`src/hdl/clamp_fault_regs.svh`:
```
`ifndef CLAMP_FAULT_REGS_SVH
`define CLAMP_FAULT_REGS_SVH

// Alarm source bit positions in mask and state words
`define ALM_THERMAL 0
`define ALM_OVER0 1
`define ALM_OVER1 2
`define ALM_CLAMP0 3
`define ALM_CLAMP1 4
`define ALM_WIDTH 5
// Mask reset: thermal enabled, overvoltage and clamp masked
`define ALM_MASK_RST 5'h1e
// Static current limit, percent of range
`define STATIC_LIMIT_PCT 8'h8c
// Level DAC reset default codes
`define DAC_WIDTH 16
`define CLAMP_HIGH_RST 16'hffff
`define CLAMP_LOW_RST 16'h0000

`endif

```
`src/hdl/clamp_fault_pkg.sv`:
```
package clamp_fault_pkg;
    // Level DAC output source
    typedef enum logic [1:0] {
        LVL_GROUND,
        LVL_DEFAULT,
        LVL_PROGRAM
    } level_src_type;
    // Per-pin unit forcing mode
    typedef enum logic {
        MODE_FORCE_VOLTAGE,
        MODE_FORCE_CURRENT
    } force_mode_type;
endpackage : clamp_fault_pkg

```
`src/hdl/clamp_channel.sv`:
```
`timescale 1ns/100ps
`default_nettype none
`include "clamp_fault_regs.svh"

// Per-channel clamp alarm qualification, one cycle registered
module clamp_channel (
    // Clock and reset
    input wire logic mclk,
    input wire logic arst_n,
    // Channel status, already synchronised
    input wire logic forceCurrent,
    input wire logic clampEnableBit,
    input wire logic highOutOfRange,
    input wire logic lowOutOfRange,
    input wire logic hitHigh,
    input wire logic hitLow,
    input wire logic hitStatic,
    // Result
    output logic clampAlarm_r,
    output logic staticLimitOn_r
);
    // Voltage clamps gated by enable; current clamps always on
    always_ff @(posedge mclk or negedge arst_n) begin
        if (!arst_n) begin
            clampAlarm_r <= 1'b0;
        end else if (forceCurrent) begin
            clampAlarm_r <= clampEnableBit & (hitHigh | hitLow);
        end else begin
            clampAlarm_r <= hitHigh | hitLow | hitStatic;
        end
    end

    // Static limit engaged when a level is out of range in FV
    always_ff @(posedge mclk or negedge arst_n) begin
        if (!arst_n) begin
            staticLimitOn_r <= 1'b0;
        end else begin
            staticLimitOn_r <= !forceCurrent
                && (highOutOfRange || lowOutOfRange);
        end
    end

    chk_fi_disabled: assert property (@(posedge mclk) disable iff (!arst_n)
        (forceCurrent && !clampEnableBit) |=> !clampAlarm_r)
        else $error("clamp alarm with clamps disabled");
    chk_fv_always: assert property (@(posedge mclk) disable iff (!arst_n)
        (!forceCurrent && (hitHigh || hitLow)) |=> clampAlarm_r)
        else $error("force voltage clamp hit missed");
endmodule : clamp_channel

`default_nettype wire

```
`src/hdl/clamp_fault_alarm.sv`:
```
`timescale 1ns/100ps
`default_nettype none
`include "clamp_fault_regs.svh"

// Summary of operation
// - In force-voltage mode current clamps stay active regardless of enable bit.
// - In force-voltage mode, out-of-range clamp levels leave a fixed 140 percent current limit.
// - Force-voltage clamp alarm on high, low or static limit hit.
// - Clamp alarm has its own mask bit.
// - Faults only set flags and drive the open-drain fault pin.
// - Under reset or no digital supply, level DACs follow remote ground.
// - Under reset or no digital supply, control bits take defaults.
// - Analog functions stay safe while reset or supply absence lasts.
// - Level DACs keep ground after release until reset sequence completes.
// - Default DAC codes load on reset, on supply loss and again after a fully clocked reset sequence.
// - Force-current clamp alarm only when clamp enable bit is set.
// - Alarm state is read-only and cleared by a read.
// - Enabled flags are ORed onto one open-drain fault pin.
// - Reset mask: thermal enabled, overvoltage and clamp masked.
module clamp_fault_alarm (
    // Clock and reset
    input wire logic mclk,
    input wire logic arst_n,
    // Supply and reset sequence status (asynchronous pins)
    input wire logic digitalSupplyOk,
    input wire logic resetSeqDone,
    // Channel controls, from serial interface logic on mclk
    input wire logic [1:0] forceCurrentMode,
    input wire logic [1:0] clampEnableBit,
    input wire logic [`ALM_WIDTH-1:0] maskWrData,
    input wire logic maskWrEn,
    input wire logic stateRdEn,
    input wire logic [`DAC_WIDTH-1:0] highClampLevel,
    input wire logic [`DAC_WIDTH-1:0] lowClampLevel,
    // Analog comparator status (asynchronous pins)
    input wire logic [1:0] highOutOfRange,
    input wire logic [1:0] lowOutOfRange,
    input wire logic [1:0] hitHighClamp,
    input wire logic [1:0] hitLowClamp,
    input wire logic [1:0] hitStaticLimit,
    input wire logic [1:0] overVoltage,
    input wire logic thermalFault,
    // Outputs
    output logic [`ALM_WIDTH-1:0] alarmMask_r,
    output logic [`ALM_WIDTH-1:0] alarmState_r,
    output logic [`ALM_WIDTH-1:0] stateRdData_r,
    output logic faultPinOe_r,
    output logic faultPinOut_r,
    output logic [1:0] staticLimitOn_r,
    output clamp_fault_pkg::level_src_type levelSrc_r,
    output logic [`DAC_WIDTH-1:0] highClampCode_r,
    output logic [`DAC_WIDTH-1:0] lowClampCode_r
);
    // ------------------------------------------------------------
    // Input synchronisers
    // ------------------------------------------------------------
    localparam int SW = 15;
    logic [SW-1:0] syncA_r;
    logic [SW-1:0] syncB_r;
    logic [1:0] clampAlarm;
    logic supplyOk;
    logic seqDone;
    logic [`ALM_WIDTH-1:0] rawEvents;
    logic [`ALM_WIDTH-1:0] setNext;

    // Two stages; only syncB_r is read by logic
    always_ff @(posedge mclk or negedge arst_n) begin
        if (!arst_n) begin
            syncA_r <= '0;
            syncB_r <= '0;
        end else begin
            syncA_r <= {digitalSupplyOk, resetSeqDone, highOutOfRange,
                lowOutOfRange, hitHighClamp, hitLowClamp, hitStaticLimit,
                overVoltage, thermalFault};
            syncB_r <= syncA_r;
        end
    end
    assign supplyOk = syncB_r[14];
    assign seqDone = syncB_r[13];

    // ------------------------------------------------------------
    // Clamp channels
    // ------------------------------------------------------------
    for (genvar c = 0; c < 2; c++) begin : g_chan
        clamp_channel u_chan (
            .mclk(mclk),
            .arst_n(arst_n),
            .forceCurrent(forceCurrentMode[c]),
            .clampEnableBit(clampEnableBit[c]),
            .highOutOfRange(syncB_r[11 + c]),
            .lowOutOfRange(syncB_r[9 + c]),
            .hitHigh(syncB_r[7 + c]),
            .hitLow(syncB_r[5 + c]),
            .hitStatic(syncB_r[3 + c]),
            .clampAlarm_r(clampAlarm[c]),
            .staticLimitOn_r(staticLimitOn_r[c])
        );
    end

    // Event vector in state-register layout
    always_comb begin
        rawEvents = '0;
        rawEvents[`ALM_THERMAL] = syncB_r[0];
        rawEvents[`ALM_OVER0] = syncB_r[1];
        rawEvents[`ALM_OVER1] = syncB_r[2];
        rawEvents[`ALM_CLAMP0] = clampAlarm[0];
        rawEvents[`ALM_CLAMP1] = clampAlarm[1];
    end

    // ------------------------------------------------------------
    // Mask register
    // ------------------------------------------------------------
    // Supply loss forces defaults like the reset pin does
    always_ff @(posedge mclk or negedge arst_n) begin
        if (!arst_n) begin
            alarmMask_r <= `ALM_MASK_RST;
        end else if (!supplyOk) begin
            alarmMask_r <= `ALM_MASK_RST;
        end else if (maskWrEn) begin
            alarmMask_r <= maskWrData;
        end
    end

    // ------------------------------------------------------------
    // Sticky state, clear on read
    // ------------------------------------------------------------
    // A new event in the read cycle survives the clear
    assign setNext = rawEvents & ~alarmMask_r;
    always_ff @(posedge mclk or negedge arst_n) begin
        if (!arst_n) begin
            alarmState_r <= '0;
            stateRdData_r <= '0;
        end else if (!supplyOk) begin
            alarmState_r <= '0;
            stateRdData_r <= '0;
        end else if (stateRdEn) begin
            stateRdData_r <= alarmState_r;
            alarmState_r <= setNext;
        end else begin
            alarmState_r <= alarmState_r | setNext;
        end
    end

    // ------------------------------------------------------------
    // Open-drain fault pin: pulled low while any enabled flag stands
    // ------------------------------------------------------------
    always_ff @(posedge mclk or negedge arst_n) begin
        if (!arst_n) begin
            faultPinOe_r <= 1'b0;
            faultPinOut_r <= 1'b0;
        end else begin
            faultPinOe_r <= |(alarmState_r & ~alarmMask_r);
            faultPinOut_r <= 1'b0;
        end
    end

    // ------------------------------------------------------------
    // Level DAC source and codes
    // ------------------------------------------------------------
    // Ground until a full reset sequence; programmed codes only after
    always_ff @(posedge mclk or negedge arst_n) begin
        if (!arst_n) begin
            levelSrc_r <= clamp_fault_pkg::LVL_GROUND;
            highClampCode_r <= `CLAMP_HIGH_RST;
            lowClampCode_r <= `CLAMP_LOW_RST;
        end else if (!supplyOk) begin
            levelSrc_r <= clamp_fault_pkg::LVL_GROUND;
            highClampCode_r <= `CLAMP_HIGH_RST;
            lowClampCode_r <= `CLAMP_LOW_RST;
        end else begin
            case (levelSrc_r)
                clamp_fault_pkg::LVL_GROUND: begin
                    if (seqDone) begin
                        levelSrc_r <= clamp_fault_pkg::LVL_DEFAULT;
                    end
                end
                clamp_fault_pkg::LVL_DEFAULT: begin
                    highClampCode_r <= `CLAMP_HIGH_RST;
                    lowClampCode_r <= `CLAMP_LOW_RST;
                    levelSrc_r <= clamp_fault_pkg::LVL_PROGRAM;
                end
                clamp_fault_pkg::LVL_PROGRAM: begin
                    highClampCode_r <= highClampLevel;
                    lowClampCode_r <= lowClampLevel;
                end
                default: begin
                    levelSrc_r <= clamp_fault_pkg::LVL_GROUND;
                end
            endcase
        end
    end

    // ------------------------------------------------------------
    // Checks
    // ------------------------------------------------------------
    chk_ground_hold: assert property (@(posedge mclk) disable iff (!arst_n)
        (levelSrc_r == clamp_fault_pkg::LVL_GROUND && !seqDone)
        |=> levelSrc_r == clamp_fault_pkg::LVL_GROUND)
        else $error("level left ground before sequence");
    chk_supply_loss: assert property (@(posedge mclk) disable iff (!arst_n)
        !supplyOk |=> (levelSrc_r == clamp_fault_pkg::LVL_GROUND
        && alarmMask_r == `ALM_MASK_RST))
        else $error("defaults not forced on supply loss");
    chk_read_clear: assert property (@(posedge mclk) disable iff (!arst_n)
        (stateRdEn && supplyOk) |=> alarmState_r == $past(setNext))
        else $error("state not cleared by read");
    chk_sticky_flag: assert property (@(posedge mclk) disable iff (!arst_n)
        (alarmState_r != '0 && !stateRdEn && supplyOk)
        |=> (alarmState_r & $past(alarmState_r)) == $past(alarmState_r))
        else $error("flag dropped without read");
    chk_mask_gate: assert property (@(posedge mclk) disable iff (!arst_n)
        ((alarmState_r & ~alarmMask_r) == '0) |=> !faultPinOe_r)
        else $error("masked flag drove fault pin");
    chk_fault_pin: assert property (@(posedge mclk) disable iff (!arst_n)
        ((alarmState_r & ~alarmMask_r) != '0) |=> faultPinOe_r)
        else $error("fault pin missed enabled flag");
    chk_mask_write: assert property (@(posedge mclk) disable iff (!arst_n)
        (maskWrEn && supplyOk) |=> alarmMask_r == $past(maskWrData))
        else $error("mask write lost");
    chk_default_step: assert property (@(posedge mclk) disable iff (!arst_n)
        (levelSrc_r == clamp_fault_pkg::LVL_GROUND && seqDone && supplyOk)
        |=> levelSrc_r == clamp_fault_pkg::LVL_DEFAULT)
        else $error("defaults not loaded after sequence");
endmodule : clamp_fault_alarm

`default_nettype wire

```
`config.mk`:
```
export PLATFORM = sky130hd
export DESIGN_NAME = clamp_fault_alarm
export DESIGN_NICKNAME = d
export VERILOG_FILES = /design/src/hdl/clamp_fault_pkg.sv /design/src/hdl/clamp_channel.sv /design/src/hdl/clamp_fault_alarm.sv
export VERILOG_INCLUDE_DIRS = /design/src /design/src/hdl
export SDC_FILE = /design/constraint.sdc
export NUM_CORES = 1
export LEC_CHECK = 0
export BUFFER_PORTS_ARGS = -buffer_cell sky130_fd_sc_hd__buf_2
export CELL_PAD_IN_SITES_DETAIL_PLACEMENT = 0
export CELL_PAD_IN_SITES_GLOBAL_PLACEMENT = 1
export CORE_MARGIN = 8
export CORE_UTILIZATION = 34
export DETAILED_ROUTE_END_ITERATION = 16
export PLACE_DENSITY_LB_ADDON = 0.1
export SLEW_MARGIN = 0
export SYNTH_ARGS = -nofsm -noshare
export SYNTH_HDL_FRONTEND = slang
export SYNTH_HIERARCHICAL = 1
export SYNTH_SLANG_ARGS = --single-unit
```
`constraint.sdc`:
```
create_clock -name mclk -period 1.3 [get_ports mclk]
set_clock_uncertainty 0.1 [all_clocks]
set_input_delay 0.13 -clock mclk [delete_from_list [all_inputs] [get_ports mclk]]
set_output_delay 0.13 -clock mclk [all_outputs]
set_load 0.02 [all_outputs]
```
# Word-level counts from Yosys, hierarchy flattened
# Index checks and enable logic that the tools add are counted.
[word_totals]
regBits = 84
inputBits = 60
output_inout_bits = 53
word_cells = 54
[classes]
eq_ne = 7
n_mux = 15
bitwise_logic = 10
n_reduce_logical = 9
[op_table]
columns = ["op", "n"]
rows = [
  ["$pmux 16 s2", 2],
  ["$mux 16", 2],
  ["$mux 5", 6],
  ["$and 5x5->5", 2],
  ["$ne 2x2->1 const B", 3],
  ["$pmux 2 s3", 1],
  ["$not 5->5", 1],
  ["$or 5x5->5", 1],
  ["$reduce_or 5->1", 1],
  ["$mux 2", 2],
  ["$or 1x1->1", 4],
  ["$ne 3x1->1 const B", 1],
  ["$ne 3x3->1 const B", 1],
  ["$and 1x1->1", 2],
  ["$eq 2x1->1 const B", 1],
  ["$eq 2x2->1 const B", 1],
  ["$logic_and 1x1->1", 2],
  ["$logic_not 1->1", 2],
  ["$logic_not 2->1", 1],
  ["$logic_or 1x1->1", 2],
  ["$mux 1", 2],
  ["$reduce_and 2->1", 1],
]

# Depth between registers and ports, before layout
[logic_depth]
word_depth = 5
mapped_depth = 5

# Hierarchy
# Netlist, hierarchy kept.
[by_module_without_submodules]
columns = ["mod", "instances", "cells_each", "area_each_um2"]
rows = [
  ["clamp_fault_alarm", 1, 241, 2907.8],
  ["clamp_channel", 2, 7, 77.6],
]

# Least setup slack after synthesis
# No wires, ideal clock.
[synth_path]
path_kind = "register to register"
start = "register alarmMask_r[3]"
end = "register faultPinOe_r"
setup_time_ns = 0.147
arrival_time_ns = 1.094
setup_slack_ns = -0.041
stages_incl_launch_ff = 4
path_buffers = 0
period_less_slack_ns = 1.341
path_cell_list = "dfstp_2 -> inv_1 -> a222oi_1 -> o221ai_1"
[synth_between]
elab_chain_cells = 3
[synth_rtl]
columns = ["item", "line_no", "rtl"]
rows = [
  ["from (decl)", "clamp_fault_alarm.sv:44", "output logic [`ALM_WIDTH-1:0] alarmMask_r,"],
  ["from (signal assigned)", "clamp_fault_alarm.sv:116", "alarmMask_r <= `ALM_MASK_RST;"],
  ["from (signal assigned)", "clamp_fault_alarm.sv:118", "alarmMask_r <= `ALM_MASK_RST;"],
  ["from (signal assigned)", "clamp_fault_alarm.sv:120", "alarmMask_r <= maskWrData;"],
  ["$not 5->5", "clamp_fault_alarm.sv:152", "faultPinOe_r <= |(alarmState_r & ~alarmMask_r);"],
  ["$and 5x5->5", "clamp_fault_alarm.sv:152", ""],
  ["$reduce_or 5->1", "clamp_fault_alarm.sv:152", ""],
  ["to (signal assigned)", "clamp_fault_alarm.sv:152", ""],
  ["to (decl)", "clamp_fault_alarm.sv:47", "output logic faultPinOe_r,"],
]
# No other way between the ends.
# A chain may end at the register's enable or synchronous reset.

# Worst setup path after layout
# Same ends and word-level chain as after synthesis.

==> flow_summary.yaml <==
route:
  drt_iter0_markers: 94
  drc: 0
  vias: 2446
  ant_nets: 0
  via_per_inst: 4.46
  routedWlPerCell_um: 14.5
  firstDrtPassIters: 4
  drt-total-wl_um: 7980
critical_path:
  cp-end-kind: "register"
  crit_arrival_ps: 1420
  cp_data_required_time_ps: 1420
  cp_max_fo: 3
  startpoint_type: "register"
  path_class: "register to register"
clocking:
  clock_latency_ps: 350
  cts_buffers: 9
  cts_buffer_depth: 2
  cts.reportedPaths.clkPinSlew_ps: 90
  cts_tree: "yes"
  root_buffer: "clkbuf_8"
  clock_sinks: 84
  htree_num_levels: 3
power_and_ir_drop:
  power_density_nw_per_um2: 1160
  p_leak_uw: 0.00230
  ir_worst_vdd_v: 0.000482
hold_path:
  hold_class: "primary input to register"
grt:
  grt_max_degree: 85
  antenna_found_initial: 0
  overflow: 0
  grt_pass1_wl_um: 13500
  gr-usage-all-layers: 0.133
  grt_pass1_vias: 2798
placement:
  place.gp.congestion: 0.681
  io_buffers: 111
  dp.cells: 467
  hpwl_um: 5140
synthesis:
  seq_area_frac_synth: 0.694
  synthCells: 255
  synthArstFlopShare: 1.00
  synth.yosys.warnings: 6
  synth_edf_count: 0
  synth_area_um2: 3060
  ys_ff_latch: 84
  synth_area_per_cell_um2: 12.0
  synthFlopType: "dfrtp_1"
  yosysUniqueCellTypes: 28
  syn_nets: 315
timing:
  max_freq_mhz: 765
  drv_slew: 0
  report.final.hold_viol_count: 0
  rsz0062_at_grt: "yes"
  period_share: 1.01
  setup-tns-final_ps: -7.23
  fin_ws_ps: -7.23
  layout_min_cycle_time_ps: 1310
  setup_viol: 1
layout:
  num_antenna_cells: 0
  nets: 496
  areaGrowthSynthToFinish_pct: 53.2
  drive_gt1_frac: 0.413
  finalNonFillerCells: 549
floorplanning:
  die_w_um: 111
  start_util: 0.351
  row_count: 34
  die_h_um: 111
  pin_count: 113
  die_area_um2: 12300
  core_um2: 8720
status:
  run_status: "finished with violations"
  violations: "setup timing"
job:
  cap_violations: 0
==> power breakdown <==
group | leakage (uW) | total, uW | internal, uW | switching, uW
combinational | 0.00119 | 844 | 413 | 431
sequential | 0.00102 | 2840 | 2770 | 62.3
clock | 0.0000907 | 1770 | 741 | 1030
total | 0.00230 | 5450 | 3930 | 1520
==> cells by family after synthesis <==
family / Yosys count / share of synthesized area
compound gates: 27 / 0.0625
buf+inv: 27 / 0.0507
flops: 84 / 0.694
mux: 8 / 0.0261
other cells: 1 / 0.00122
simple gates: 108 / 0.165
==> registers in the layout (all words and copies together), names as in the netlist <==
name                           cells
syncA_r                           15
alarmState_r                       5
faultPinOe_r                       1
syncB_r                           15
stateRdData_r                      5
lowClampCode_r                    16
alarmMask_r                        5
levelSrc_r                         2
g_chan.u_chan/clampAlarm_r         2
highClampCode_r                   16
g_chan.u_chan/staticLimitOn_r      2
==> final timing paths <==
check	from	endpoint	slack [ps]	depth (start not counted)
hold reg to reg	syncA_r[7]	syncB_r[7]	250	0
setup reg to reg	alarmMask_r[3]	faultPinOe_r	-7	3
min in group asynchronous	arst_n	syncA_r[1]	220	3
hold / removal	stateRdEn	stateRdData_r[0]	110	3
setup / recovery	alarmMask_r[3]	faultPinOe_r	-7	3
max in group asynchronous	arst_n	highClampCode_r[15]	460	3
==> final cells by class <==
| type | instances | area, um^2 |
|---|---|---|
| multi-input combinational | 144 | 812 |
| sequential | 84 | 2130 |
| clock buffer | 9 | 124 |
| timing repair buffer | 187 | 1390 |
| inverter | 10 | 37.5 |
| tap | 108 | 135 |
| fill | 791 | 4030 |
| clock inverter | 7 | 63.8 |
==> metrics by stage <==
stage / hold slack [ps] / total power (uW) / instance area, um^2 / worst slack [ps] / utilization
floorplan: -266 / 3230 / 3060 / -6.22 / -
global placement: 97.9 / 3540 / 3750 / -27.5 / 0.430
detailed placement: 108 / 3540 / 3750 / -92.8 / 0.430
CTS: 88.1 / 5520 / 4620 / -1.55 / 0.530
global route: 94.8 / 5740 / 4690 / -63.4 / 0.538
finish: 110 / 5450 / 4690 / -7.23 / 0.538
==> metal layers <==
| layer | global-route usage | part of all wire | up-vias |
|---|---|---|---|
| met4 | 0.0577 | 0.021 | 0 |
| li1 | - | - | 1197 |
| met3 | 0.0400 | 0.056 | 14 |
| met2 | 0.233 | 0.52 | 64 |
| met5 | 0 | 0 | - |
| met1 | 0.146 | 0.40 | 1171 |
==> cell usage after synthesis (3+ instances only) <==
cell type / number / area (um^2)
nand2_1: 52 / 195
o21ai_0: 4 / 20.0
o21ai_1: 6 / 30.0
and2_1: 4 / 25.0
buf_2: 7 / 35.0
nand3_1: 32 / 160
inv_1: 10 / 37.5
dfstp_2: 20 / 526
nor2_1: 4 / 15.0
clkbuf_1: 3 / 11.3
dfrtp_1: 64 / 1600
nor2b_1: 11 / 68.8
o21ai_2: 6 / 52.6
a22oi_1: 3 / 22.5
mux2i_1: 8 / 80.1
buf_6: 5 / 56.3
==> cell usage in the layout (no fill, tap or decap), drive strengths merged <==
master | synthesis | layout
o21ai | 16 | 16
nand2 | 53 | 53
dlygate4sd3 | 0 | 61
nor2b | 11 | 11
nand2b | 2 | 2
inv | 10 | 15
o221ai | 1 | 1
clkbuf | 3 | 9
a222oi | 1 | 1
a22oi | 3 | 3
o22ai | 2 | 2
clkinvlp | 0 | 2
o32a | 2 | 2
and2 | 4 | 4
and4bb | 1 | 1
buf | 14 | 126
nand3 | 32 | 32
mux2i | 8 | 8
dfstp | 20 | 20
and2b | 1 | 1
conb | 1 | 1
dfrtp | 64 | 64
o211ai | 2 | 2
nor2 | 4 | 4
==> timing repair <==
action | CTS | global route
resized for setup | 19 | 22
gates cloned | 0 | 2
setup endpoints to repair | 34 | 26
hold buffers | 62 | 1
buffers inserted | 2 | 1
hold endpoints to repair | 120 | 2
==> critical path: stages (launching register included) <==
cell	delay [ps]
dfstp_2	550
inv_2	40
a222oi_1	320
o221ai_1	170
Power figures use the tool's default switching activity.
